===== config.mk =====
export PLATFORM = sky130hd
export DESIGN_NAME = hiap_top
export DESIGN_NICKNAME = d
export VERILOG_FILES = /design/src/hiap_pkg.sv /design/src/hiap_addr_mux.sv /design/src/hiap_clk_div.sv /design/src/hiap_top.sv
export VERILOG_INCLUDE_DIRS = /design/src
export SDC_FILE = /design/constraint.sdc
export NUM_CORES = 1
export LEC_CHECK = 0
export ABC_AREA = 0
export BUFFER_PORTS_ARGS = -buffer_cell sky130_fd_sc_hd__buf_2
export CAP_MARGIN = 30
export CELL_PAD_IN_SITES_DETAIL_PLACEMENT = 1
export CELL_PAD_IN_SITES_GLOBAL_PLACEMENT = 1
export CORE_AREA = 2 2 61 63
export CTS_CLUSTER_SIZE = 8
export DETAILED_ROUTE_END_ITERATION = 8
export DIE_AREA = 0 0 63 65
export GPL_ROUTABILITY_DRIVEN = 0
export PLACE_DENSITY = 0.85
export SLEW_MARGIN = 5
export SYNTH_ARGS = -nofsm -noshare
export SYNTH_HDL_FRONTEND = slang
export SYNTH_SLANG_ARGS = --single-unit

===== constraint.sdc =====
create_clock -name clk -period 4.2 [get_ports clk]
set_input_delay 0.42 -clock clk [delete_from_list [all_inputs] [get_ports clk]]
set_output_delay 0.42 -clock clk [all_outputs]
set_load 0.005 [all_outputs]

===== src/hiap_regs.svh =====
`ifndef HIAP_REGS_SVH
`define HIAP_REGS_SVH

// register offsets, internal address space
`define HIAP_ADDR_EXT_PORT      6'h0F
`define HIAP_ADDR_TEST_CTRL0    6'h32
`define HIAP_ADDR_INDIRECT      6'h37

// indirect address register fields
`define HIAP_IND_VALID_BIT      7
`define HIAP_IND_ADDR_MSB       5

// test control 0 monitor selector field
`define HIAP_SEL_MSB            7
`define HIAP_SEL_LSB            5

// reset values
`define HIAP_EXT_PORT_RST       5'h00
`define HIAP_IND_ADDR_RST       6'h00
`define HIAP_SEL_RST            3'h0

// divided clock output: half period of the toggle, in clk cycles
`define HIAP_CLK_OUT_HALF       8'h02

`endif


===== src/hiap_pkg.sv =====
`default_nettype none
package hiap_pkg;
    // monitor selector patterns
    typedef enum logic [2:0] {
        HIAP_SEL_PORT_A  = 3'h0,
        HIAP_SEL_TST0    = 3'h1,
        HIAP_SEL_TSTTI   = 3'h2,
        HIAP_SEL_TSTB0   = 3'h3,
        HIAP_SEL_TSTB1   = 3'h4,
        HIAP_SEL_PORT_B  = 3'h5,
        HIAP_SEL_PORT_C  = 3'h6,
        HIAP_SEL_TSTC    = 3'h7
    } hiap_sel_t;
endpackage
`default_nettype wire


===== src/hiap_addr_mux.sv =====
`default_nettype none
`include "hiap_regs.svh"
// picks the internal register address from pins or indirect register
module hiap_addr_mux
(
    input  wire logic [5:0] pin_addr,
    input  wire logic [5:0] held_addr,
    input  wire logic       indirect_address_valid,
    output logic      [5:0] int_addr
);
    // held address wins only while valid, bit n maps to line An
    assign int_addr = indirect_address_valid ? held_addr : pin_addr;
endmodule
`default_nettype wire


===== src/hiap_clk_div.sv =====
`default_nettype none
`include "hiap_regs.svh"
// toggles the divided clock output, gated low when asked
module hiap_clk_div
#(
    parameter logic [7:0] HALF = `HIAP_CLK_OUT_HALF
)
(
    input  wire logic clk,
    input  wire logic nrst,
    input  wire logic stop,
    output logic      divided_clock_output
);
    logic [7:0] cnt;

    // a zero half period would wrap the compare to 8'hFF, so it is reported as an error at elaboration
    if (HALF == 8'h00)
    begin : g_bad_half
        $error("hiap_clk_div: HALF must be nonzero");
    end

    // free running toggle unless stopped
    always_ff @(posedge clk or negedge nrst)
    begin
        if (!nrst)
        begin
            cnt                  <= 8'h00;
            divided_clock_output <= 1'b0;
        end
        else if (stop)
        begin
            cnt                  <= 8'h00;
            divided_clock_output <= 1'b0;
        end
        else if (cnt == HALF - 8'h01)
        begin
            cnt                  <= 8'h00;
            divided_clock_output <= ~divided_clock_output;
        end
        else
            cnt <= cnt + 8'h01;
    end
endmodule
`default_nettype wire


===== src/hiap_top.sv =====
`default_nettype none
`include "hiap_regs.svh"
module hiap_top
(
    input  wire logic       clk,
    input  wire logic       nrst,
    input  wire logic       dev_select,
    input  wire logic       read_strobe_n,
    input  wire logic       write_strobe_n,
    input  wire logic [5:0] pin_addr,
    input  wire logic [7:0] data_in,
    input  wire logic [4:0] internal_monitor,
    input  wire logic       clock_out_gate_input,
    output logic      [7:0] data_out,
    output logic            data_oe,
    output logic      [4:0] monitor_pins,
    output logic            divided_clock_output
);
    logic [5:0]          held_addr;
    logic                indirect_address_valid;
    logic [4:0]          ext_port;
    hiap_pkg::hiap_sel_t mon_sel;
    logic [5:0]          int_addr;
    logic                wr_now;
    logic                wr_prev;
    logic                rd_now;

    hiap_addr_mux u_mux
    (
        .pin_addr               (pin_addr),
        .held_addr              (held_addr),
        .indirect_address_valid (indirect_address_valid),
        .int_addr               (int_addr)
    );

    hiap_clk_div u_div
    (
        .clk                  (clk),
        .nrst                 (nrst),
        .stop                 (clock_out_gate_input),
        .divided_clock_output (divided_clock_output)
    );

    // strobe qualification; write acts once per low pulse
    assign wr_now = dev_select && !write_strobe_n;
    assign rd_now = dev_select && !read_strobe_n;

    always_ff @(posedge clk or negedge nrst)
    begin
        if (!nrst)
            wr_prev <= 1'b0;
        else
            wr_prev <= wr_now;
    end

    // indirect address register
    always_ff @(posedge clk or negedge nrst)
    begin
        if (!nrst)
        begin
            indirect_address_valid <= 1'b0;
            held_addr              <= `HIAP_IND_ADDR_RST;
        end
        else if (wr_now && !wr_prev && int_addr == `HIAP_ADDR_INDIRECT)
        begin
            indirect_address_valid <= data_in[`HIAP_IND_VALID_BIT];
            held_addr              <= data_in[`HIAP_IND_ADDR_MSB:0];
        end
    end

    // extended output port register
    always_ff @(posedge clk or negedge nrst)
    begin
        if (!nrst)
            ext_port <= `HIAP_EXT_PORT_RST;
        else if (wr_now && !wr_prev && int_addr == `HIAP_ADDR_EXT_PORT)
            ext_port <= data_in[4:0];
    end

    // monitor selector in test control 0
    always_ff @(posedge clk or negedge nrst)
    begin
        if (!nrst)
            mon_sel <= hiap_pkg::HIAP_SEL_PORT_A;
        else if (wr_now && !wr_prev && int_addr == `HIAP_ADDR_TEST_CTRL0)
            mon_sel <= hiap_pkg::hiap_sel_t'(data_in[`HIAP_SEL_MSB:`HIAP_SEL_LSB]);
    end

    // monitor pin source selection
    always_ff @(posedge clk or negedge nrst)
    begin
        if (!nrst)
            monitor_pins <= 5'h00;
        else
        begin
            unique case (mon_sel)
                hiap_pkg::HIAP_SEL_PORT_A,
                hiap_pkg::HIAP_SEL_PORT_B,
                hiap_pkg::HIAP_SEL_PORT_C: monitor_pins <= ext_port;
                hiap_pkg::HIAP_SEL_TST0,
                hiap_pkg::HIAP_SEL_TSTTI,
                hiap_pkg::HIAP_SEL_TSTB0,
                hiap_pkg::HIAP_SEL_TSTB1,
                hiap_pkg::HIAP_SEL_TSTC:   monitor_pins <= internal_monitor;
            endcase
        end
    end

    // read path; these registers are write only, so they read zero
    always_ff @(posedge clk or negedge nrst)
    begin
        if (!nrst)
        begin
            data_oe  <= 1'b0;
            data_out <= 8'h00;
        end
        else
        begin
            data_oe  <= rd_now;
            data_out <= 8'h00;
        end
    end
endmodule
`default_nettype wire


==> results of run 1 <==
## registers in the layout, summed over array words and instances, names as in the netlist
register and count:
mon_sel 3, data_oe 1, held_addr 6, u_div.cnt 8, u_div.divided_clock_output 1, ext_port 5
monitor_pins 5, wr_prev 1, indirect_address_valid 1
## placed cells by master, fill, tap and decap left out, types with 2 or more instances in the layout
cell type | Yosys | routed
mux2_2 | 13 | 13
nor3_1 | 3 | 3
inv_1 | 2 | 2
nor2_1 | 11 | 11
nor2b_1 | 2 | 2
mux2_4 | 7 | 7
conb_1 | 1 | 8
ha_1 | 2 | 2
dfrtp_1 | 31 | 31
nand3b_1 | 2 | 2
buf_2 | 0 | 31
and3_1 | 2 | 2
nand3_1 | 4 | 4
nor4b_1 | 3 | 3
xnor2_1 | 2 | 2
a31oi_1 | 2 | 2
xor2_1 | 6 | 6
clkbuf_4 | 0 | 5
## layout make-up
type / instances / share of cell area [%]
clock buffers: 6 / 3.03
clock inverters: 2 / 2.07
inverters: 2 / 0.444
multi-input cells: 77 / 35.8
flip-flops and latches: 31 / 45.9
well taps: 48 / 3.55
repair buffers: 31 / 9.18
## power breakdown
part	switching, W	leakage [nW]	internal, W
sequential	0.0000161	0.421	0.000322
combinational	0.0000378	0.407	0.0000447
clock	0.000107	0.0482	0.000141
total	0.000161	0.877	0.000507
## worst paths after layout
kind,slack (ns),endpoint,start
hold / removal,0.11,u_div.cnt[6]$_DFF_PN0_,nrst
setup / recovery,2.05,indirect_address_valid$_DFFE_PN0P_,indirect_address_valid$_DFFE_PN0P_
setup reg to reg,2.05,indirect_address_valid$_DFFE_PN0P_,indirect_address_valid$_DFFE_PN0P_
min in group clk,0.22,data_oe$_DFF_PN0_,read_strobe_n
hold reg to reg,0.51,ext_port[0]$_DFFE_PN0P_,ext_port[0]$_DFFE_PN0P_
max in group asynchronous,3.64,indirect_address_valid$_DFFE_PN0P_,nrst
## through the flow
step           worst slack, ns  std cells  instance area, um2
6_report                  2.05        197                1690
5_1_grt                   1.99        197                1690
4_1_cts                   2.06        197                1690
3_3_place_gp              2.16        189                1600
2_1_floorplan             2.40        120                1470
3_5_place_dp              2.07        189                1600
## routing by layer
metal	track usage, %	wire length, um	part of all wire [%]
met1	16.8	1090	39
met3	4.34	140	5.0
met4	8.33	66	2.4
met2	29.1	1490	53
met5	0	0	0
## kinds of logic (layout without fill, tap and decap cells)
kind of cell             count (synthesis)  count (layout)
XOR/XNOR                                 8               8
AO/OA/AOI/OAI                            5               5
other                                    1               8
multiplexers                            22              22
adder cells (fa/ha/maj)                  2               2
buffers and inverters                   12              41
flip-flops                              31              31
AND/OR/NAND/NOR                         32              32
==> flow_summary.ini, run 1 <==
[worst_setup_path]
critPathBufInv = 0
cp_data_arrival_time_ns = 2.37
cpPeakStageDelay_ns = 0.78
worstPathMaxFanout = 11
crit_chain = mux2_1 > nand3b_1 > or4_1 > mux2_4
required_ns = 4.43
crit_family = simple AND/OR/NAND/NOR gates
worst_path_max_delay_cell = or4_1
ff2ff_path_depth = 4
path_depth = 4
critical_path_class = reg -> reg
worstSetupEndpointType = register
critical_path.startpoint_type = register

[detailed_routing]
wl_um = 2790
num_vias = 950
first_pass_iters = 2
post-route-drc-count = 0
ant_nets = 0
wire_per_inst_um = 14.1
vias_per_cell = 4.82
drt_iter0_markers = 21

[logic_synthesis]
syn_inst = 113
ys_top_cells_by_area = dfrtp_1, mux2_2, mux2_4
syn_area_um2 = 1440
synth.avg_cell_area_um2 = 12.8
synthTopCellsByCount = dfrtp_1, mux2_2, nor2_1
synth_flop_cell = dfrtp_1
synth_fa_ha_area_share_pct = 1.74
synth_simple_gate_area_share_pct = 12.2
yosysUniqueCellTypes = 28
synth_seq_cells = 31
ys_warn_count = 0
synth_top_area_share_pct = 53.8
yosysTopAreaCell = dfrtp_1
async_reset_ff_share_pct = 100
synth_most_common_cell = dfrtp_1
synth_top_family_by_area = multiplexers
synth_edf_count = 0
synthMuxAreaShare_pct = 18.9
synth-compound-area-share_pct = 2.17
ys_seq_area_share_pct = 53.8
synth-xor-area-share_pct = 4.86

[final_layout]
diodes = 0
regArea_um2 = 776
drive_above_1_share_pct = 39.6
multiInputGateArea_um2 = 606
fill_cells = 390
area_growth_pct = 17.3
finalCoreUtilization_pct = 48.4
fin_nets = 175

[clocking]
cts_buffer_depth = 2
clock-sinks = 31
post-cts-setup-buffer-count = 0
tritoncts = yes
clkLatencyLatePin_ns = 0.34
cts_htree_levels = 2
cts_hold_buffers = 0
clk_pin_slew_worst_paths_ns = 0.10
cts-resized-gates = 0
cts_root_buf = clkbuf_4
cts_buffers = 5

[timing]
slew_viol_final = 0
tightest_slew_ns = 0.754
fin_skew_ns = 0.00878
rsz0062_at_grt = no
fin_crit_ns = 2.15
relSlewSlack_pct = 49.4
hold_violations = 0
whs_ns = 0.109
setup_violations = 0
fmax_ghz = 0.466
period_share_pct = 51.1
fin_setup_tns_ns = 0

[global_route]
grt-ovfl-total = 0
grt_pass1_vias = 1066
grt_max_degree = 32
grt_pass1_wl_um = 4890
antenna_found_initial = 0
track_usage_pct = 16.0

[floorplanning]
initial_utilization_pct = 41.2
fp.dieArea_um2 = 4100
die_x_um = 63
num_rows = 22
die_h_um = 65
pin_count = 40
core_um2 = 3500

[run_status]
status = finished, final reports clean

[placement]
dp_hpwl_um = 2100
port_buffers = 31

[power]
total_power_w = 0.000668
leakagePower_nw = 0.877
peakVddDrop_v = 0.000272
p_per_area_nw_per_um2 = 395

[worst_hold_path]
worstHoldPathType = in -> async

[flow_run]
maxCapViolCount = 0
Note: power is estimated with default switching activity, not from simulation.
==> inputs of run 2 (changes only) <==
--- a/config.mk
+++ b/config.mk
@@ -6,17 +6,17 @@
 export SDC_FILE = /design/constraint.sdc
 export NUM_CORES = 1
 export LEC_CHECK = 0
-export ABC_AREA = 0
+export ABC_AREA = 1
 export BUFFER_PORTS_ARGS = -buffer_cell sky130_fd_sc_hd__buf_2
 export CAP_MARGIN = 30
 export CELL_PAD_IN_SITES_DETAIL_PLACEMENT = 1
 export CELL_PAD_IN_SITES_GLOBAL_PLACEMENT = 1
-export CORE_AREA = 2 2 61 63
+export CORE_AREA = 2 2 73 75
 export CTS_CLUSTER_SIZE = 8
 export DETAILED_ROUTE_END_ITERATION = 8
-export DIE_AREA = 0 0 63 65
+export DIE_AREA = 0 0 75 77
 export GPL_ROUTABILITY_DRIVEN = 0
-export PLACE_DENSITY = 0.85
+export PLACE_DENSITY = 0.77
 export SLEW_MARGIN = 5
 export SYNTH_ARGS = -nofsm -noshare
 export SYNTH_HDL_FRONTEND = slang
==> constraint.sdc (replaced) <==
create_clock -name clk -period 1.9 [get_ports clk]
set_input_delay 0.19 -clock clk [delete_from_list [all_inputs] [get_ports clk]]
set_output_delay 0.19 -clock clk [all_outputs]
set_load 0.005 [all_outputs]
==> run 2 against run 1 <==
Count of clock-buffer cells in the layout unchanged. Power up 120%. Critical path depth up 4. Wire length up 34%. Sequential share of layout area down 5.2 points. Cell area up 13%. Die area up 41%. Flip-flop and latch count unchanged. Fmax up 27%. Clock power up 110%. First-iteration DRC count up 29%. Register-to-register slack worse by 1.8 ns.
==> flow_summary.ini, run 2 <==
[timing]
hold_violations = 0
relSlewSlack_pct = 52.4
setup_violations = 0
fmax_ghz = 0.590
slew_viol_final = 0
whs_ns = 0.0523
fin_ws_ns = 0.206
fin_crit_ns = 1.69
fin_setup_tns_ns = 0
tightest_slew_ns = 0.714
rsz0062_at_grt = no
fin_skew_ns = 0.00612
period_share_pct = 89.2

[worst_setup_path]
cpPeakStageDelay_ns = 0.50
critical_path.startpoint_type = register
worstPathMaxFanout = 14
crit_family = simple AND/OR/NAND/NOR gates
critPathBufInv = 1
crit_chain = inv_2 > nand2_1 > nand2_1 > nand2_2 > nor2_4 > nand2_2 > nand2_1 > nand2_1
cp_data_arrival_time_ns = 1.86
critical_path_class = reg -> reg
worst_path_max_delay_cell = dfrtp_1
required_ns = 2.07
crit_top_cell = nand2_1
worstSetupEndpointType = register

[power]
peakVddDrop_v = 0.000267
seq_power_share_pct = 50.3
switching_share_pct = 27.3
combPwrFrac_pct = 14.6
p_per_area_nw_per_um2 = 777
power.switching_w = 0.000404
internal-power_w = 0.00108
p_clk_share_pct = 35.1
leakagePower_nw = 1.06

[final_layout]
regArea_um2 = 776
top_register = u_div.cnt
finalCoreUtilization_pct = 38.3
final_cell_mix = nand2_1, dfrtp_1, buf_2, nand3_1, inv_1
final_common_cell = nand2_1
reg_top3 = u_div.cnt x8, held_addr x6
largest_reg_flops = 8
area_growth_pct = 15.9
fin_nets = 276
fill_cells = 647
multiInputGateArea_um2 = 712
diodes = 0
drive_above_1_share_pct = 20.1

[detailed_routing]
vias_per_cell = 4.40
first_pass_iters = 4
ant_nets = 0
wl_met3_um = 171
post-route-drc-count = 0
wl_met2_um = 1910
top_layer = met4
wl_met1_um = 1600
num_vias = 1405
drt_iter0_markers = 27
wl_um = 3730
wire_per_inst_um = 11.7

[clocking]
tritoncts = yes
clk_pin_slew_worst_paths_ns = 0.06
cts_root_buf = clkbuf_8
cts_buffers = 5
clock-sinks = 31
cts_htree_levels = 2
clkLatencyLatePin_ns = 0.28
cts-resized-gates = 0
cts_buffer_depth = 2

[floorplanning]
fp.dieArea_um2 = 5780
pin_count = 40
initial_utilization_pct = 33.1
core_um2 = 4980
die_h_um = 77
num_rows = 26
die_x_um = 75

[logic_synthesis]
synth_top_area_share_pct = 47.1
synth_flop_cell = dfrtp_1
yosysTopAreaCell = dfrtp_1
syn_area_um2 = 1650
synth_seq_cells = 31
yosysUniqueCellTypes = 19
synth.avg_cell_area_um2 = 7.65
synth_edf_count = 0
syn_inst = 215
synth_most_common_cell = nand2_1
ys_warn_count = 0
ys_seq_area_share_pct = 47.1
synthTopCellsByCount = nand2_1, dfrtp_1, nand3_1
async_reset_ff_share_pct = 100
ys_top_cells_by_area = dfrtp_1, nand2_1, nand3_1

[global_route]
grt_pass1_vias = 1519
grt-ovfl-total = 0
antenna_found_initial = 0
track_usage_pct = 14.9
grt_pass1_wl_um = 6600
grt_max_degree = 32

[placement]
dp_hpwl_um = 2860
place_ws_ns = 0.216
port_buffers = 31

[worst_hold_path]
worstHoldPathType = in -> reg

[flow_run]
maxCapViolCount = 0

[run_status]
status = finished, final reports clean
-- run 2: power by group through the flow --
stage	registers, W	logic (W)	clock network [W]
detailed placement	0.000757	0.000217	0
global placement	0.000755	0.000210	0
floorplan	0.000751	0.000145	0
CTS	0.000746	0.000221	0.000541
finish	0.000745	0.000216	0.000521
global route	0.000752	0.000256	0.000568
-- run 2: cell type report --
class	instances	area share, %
clock buffers	6	4.33
clock inverters	1	0.262
inverters	21	4.13
multi-input cells	158	37.3
flip-flops and latches	31	40.7
well taps	70	4.59
repair buffers	32	8.66
-- run 2: path summary, 6_finish.rpt --
check | startpoint | endpoint | slack [ns] | cells after the start
setup / recovery | indirect_address_valid$_DFFE_PN0P_ | held_addr[1]$_DFFE_PN0P_ | 0.21 | 8
hold / removal | read_strobe_n | data_oe$_DFF_PN0_ | 0.05 | 2
setup reg to reg | indirect_address_valid$_DFFE_PN0P_ | held_addr[1]$_DFFE_PN0P_ | 0.21 | 8
hold reg to reg | ext_port[2]$_DFFE_PN0P_ | ext_port[2]$_DFFE_PN0P_ | 0.48 | 2
max in group asynchronous | nrst | monitor_pins[0]$_DFF_PN0_ | 0.93 | 2
min in group asynchronous | nrst | data_oe$_DFF_PN0_ | 0.52 | 2
-- run 2: cells by family (layout without fill, tap and decap cells) --
kind of cell    Yosys count  count (layout)  share of synthesized area [%]
compound gates            3               3                          0.912
xor+xnor                  2               2                           1.06
fa+ha+maj                 2               2                           1.52
buf+inv                  33              60                           11.2
flops                    31              31                           47.1
other cells               1               8                          0.228
simple gates            143             143                           37.9
-- run 2: stage by stage --
stage,std cells,area (um2),power [W]
6_report,319,1910,0.00148
5_1_grt,319,1910,0.00158
4_1_cts,319,1910,0.00151
3_5_place_dp,311,1810,0.000974
3_3_place_gp,311,1810,0.000965
2_1_floorplan,222,1670,0.000895
-- run 2: worst register-to-register path: cells and delay by family (launching register included) --
| kind | cells | cell delay [ns] |
|---|---|---|
| buffers and inverters | 1 | 0.21 |
| AND/OR/NAND/NOR | 7 | 0.87 |
| flip-flops | 1 | 0.50 |
-- run 2: what timing repair did --
item                       CTS  global route
hold endpoints to repair    31             0
buffers inserted             0             0
setup endpoints to repair    0             0
hold buffers                 1             0
-- run 2: per-layer routing --
layer / up-vias / GRT usage, %
met5: - / 0
met4: 0 / 4.29
met3: 9 / 4.99
met2: 28 / 25.9
met1: 659 / 16.8
li1: 709 / -
==> inputs of run 3 (changes only) <==
--- a/config.mk
+++ b/config.mk
@@ -7,16 +7,16 @@
 export NUM_CORES = 1
 export LEC_CHECK = 0
 export ABC_AREA = 1
-export BUFFER_PORTS_ARGS = -buffer_cell sky130_fd_sc_hd__buf_2
 export CAP_MARGIN = 30
 export CELL_PAD_IN_SITES_DETAIL_PLACEMENT = 1
 export CELL_PAD_IN_SITES_GLOBAL_PLACEMENT = 1
-export CORE_AREA = 2 2 73 75
+export CORE_AREA = 2 2 68 70
 export CTS_CLUSTER_SIZE = 8
 export DETAILED_ROUTE_END_ITERATION = 8
-export DIE_AREA = 0 0 75 77
+export DIE_AREA = 0 0 70 72
+export DONT_BUFFER_PORTS = 1
 export GPL_ROUTABILITY_DRIVEN = 0
-export PLACE_DENSITY = 0.77
+export PLACE_DENSITY = 0.75
 export SLEW_MARGIN = 5
 export SYNTH_ARGS = -nofsm -noshare
 export SYNTH_HDL_FRONTEND = slang
==> run 3 against run 2 <==
Worst setup slack better by 0.051 ns. Global-route usage up 1.0 points. Combinational power down 20%. Critical endpoint is now held_addr[5]$_DFFE_PN0P_. Sequential share of layout area up 3.0 points. Clock skew up 0.0043 ns. Register-to-register slack better by 0.05 ns. Sequential power up 0.7%.
==> flow_summary.ini, run 3 (synthesis results as in run 2) <==
[final_layout]
final_cell_mix = nand2_1, dfrtp_1, nand3_1, inv_1, nor2_1
fill_cells = 541
fin_nets = 249
drive_above_1_share_pct = 9.42
area_growth_pct = 7.83
top_register = u_div.cnt
regArea_um2 = 776
finalCoreUtilization_pct = 41.6
final_common_cell = nand2_1
diodes = 0
final_cells = 275
largest_reg_flops = 8
reg_top3 = u_div.cnt x8, held_addr x6
multiInputGateArea_um2 = 712

[detailed_routing]
wire_per_inst_um = 12.2
num_vias = 1296
drt_iter0_markers = 57
first_pass_iters = 5
post-route-drc-count = 0
vias_per_cell = 4.71
ant_nets = 0
wl_um = 3370

[floorplanning]
initial_utilization_pct = 38.6
die_x_um = 70
num_rows = 24
core_um2 = 4260
die_h_um = 72
pin_count = 40
fp.dieArea_um2 = 5040

[global_route]
grt_max_degree = 32
grt-ovfl-total = 0
track_usage_pct = 15.9
grt_pass1_vias = 1373
antenna_found_initial = 0
grt_pass1_wl_um = 6190

[timing]
fin_setup_tns_ns = 0
slew_viol_final = 0
period_share_pct = 86.5
rsz0062_at_grt = no
hold_violations = 0
fin_crit_ns = 1.64
setup_violations = 0
fin_skew_ns = 0.0104
fmax_ghz = 0.608

[placement]
port_buffers = 0
dp_hpwl_um = 2590
placed_cells = 263

[clocking]
cts_buffer_depth = 2
tritoncts = yes
post-cts-setup-buffer-count = 0
clk_pin_slew_worst_paths_ns = 0.07
clkLatencyLatePin_ns = 0.29
cts_buffers = 5
cts_htree_levels = 2
cts_root_buf = clkbuf_8
clock-sinks = 31

[worst_setup_path]
ff2ff_path_depth = 8
worstSetupEndpointType = register
critical_path_class = reg -> reg
critical_path.startpoint_type = register
ff2ff_setup_slack_ns = 0.26
r2r_start = indirect_address_valid$_DFFE_PN0P_
crit_start = indirect_address_valid$_DFFE_PN0P_
cp_data_arrival_time_ns = 1.83
crit_end = held_addr[5]$_DFFE_PN0P_
worstPathMaxFanout = 14
rr_endpoint = held_addr[5]$_DFFE_PN0P_
required_ns = 2.09

[power]
total_power_w = 0.00143
p_per_area_nw_per_um2 = 806
peakVddDrop_v = 0.000424
leakagePower_nw = 0.951

[worst_hold_path]
worstHoldPathType = in -> reg

[flow_run]
maxCapViolCount = 0

[run_status]
status = finished, final reports clean
-- run 3: cell types whose count changed in the layout (fill, tap and decap cells not counted), sizes merged --
cell         delta
buf            -29
dlygate4sd3     +2
clkinvlp        +1
-- run 3: repair_timing --
item	4_1_cts	5_1_grt
endpoints found under the hold margin	36	0
hold buffers	4	0
gates resized for setup	0	0
-- run 3: through the flow --
| stage | setup slack [ns] | hold WS, ns | area [um2] |
|---|---|---|---|
| global placement | 0.316 | -0.105 | 1640 |
| detailed placement | 0.257 | -0.105 | 1640 |
| finish | 0.257 | 0.0104 | 1770 |
| CTS | 0.251 | 0.00400 | 1770 |
| global route | 0.0353 | 0.00463 | 1770 |
| floorplan | 0.698 | -0.106 | 1670 |
-- run 3: final cells by class --
type	count	share of cell area, %
clock inverters	2	0.705
inverters	21	4.44
well taps	52	3.67
multi-input cells	158	40.1
repair buffers	5	3.24
flip-flops and latches	31	43.7
clock buffers	6	4.09
-- run 3: routing by layer --
metal	GRT usage, %	part of all wire, %	wire length, um	up-vias
li1	-	-	-	655
met1	18.9	42	1420	605
met2	26.2	50	1680	27
met3	6.81	6.5	220	9
met4	5.13	1.2	42	0
met5	0	0	0	-
-- run 3: worst max-delay path, cell delays in order, from the launching register on --
cell and delay, ns:
dfrtp_1 0.52, inv_2 0.21, nand2_1 0.08, nand2_1 0.09, nand2_2 0.07, nor2_4 0.26
nand2_2 0.16, nand2_1 0.10, nand2_1 0.05
-- run 3: report_power, final --
group	internal, W	switching, W
clock network	0.000255	0.000251
registers	0.000711	0.0000388
logic	0.0000633	0.000110
total	0.00103	0.000399
-- run 3: how the worst min path moves through the flow --
stage / start / end / slack (ns) / cells past startpoint
6_report: dev_select / data_oe$_DFF_PN0_ / 0.01 / 2
3_5_place_dp: nrst / ext_port[2]$_DFFE_PN0P_ / -0.10 / 0
2_1_floorplan: nrst / data_oe$_DFF_PN0_ / -0.11 / 0
4_1_cts: dev_select / data_oe$_DFF_PN0_ / 0.004 / 2
3_3_place_gp: nrst / ext_port[2]$_DFFE_PN0P_ / -0.10 / 0
5_1_grt: internal_monitor[0] / monitor_pins[0]$_DFF_PN0_ / 0.005 / 2
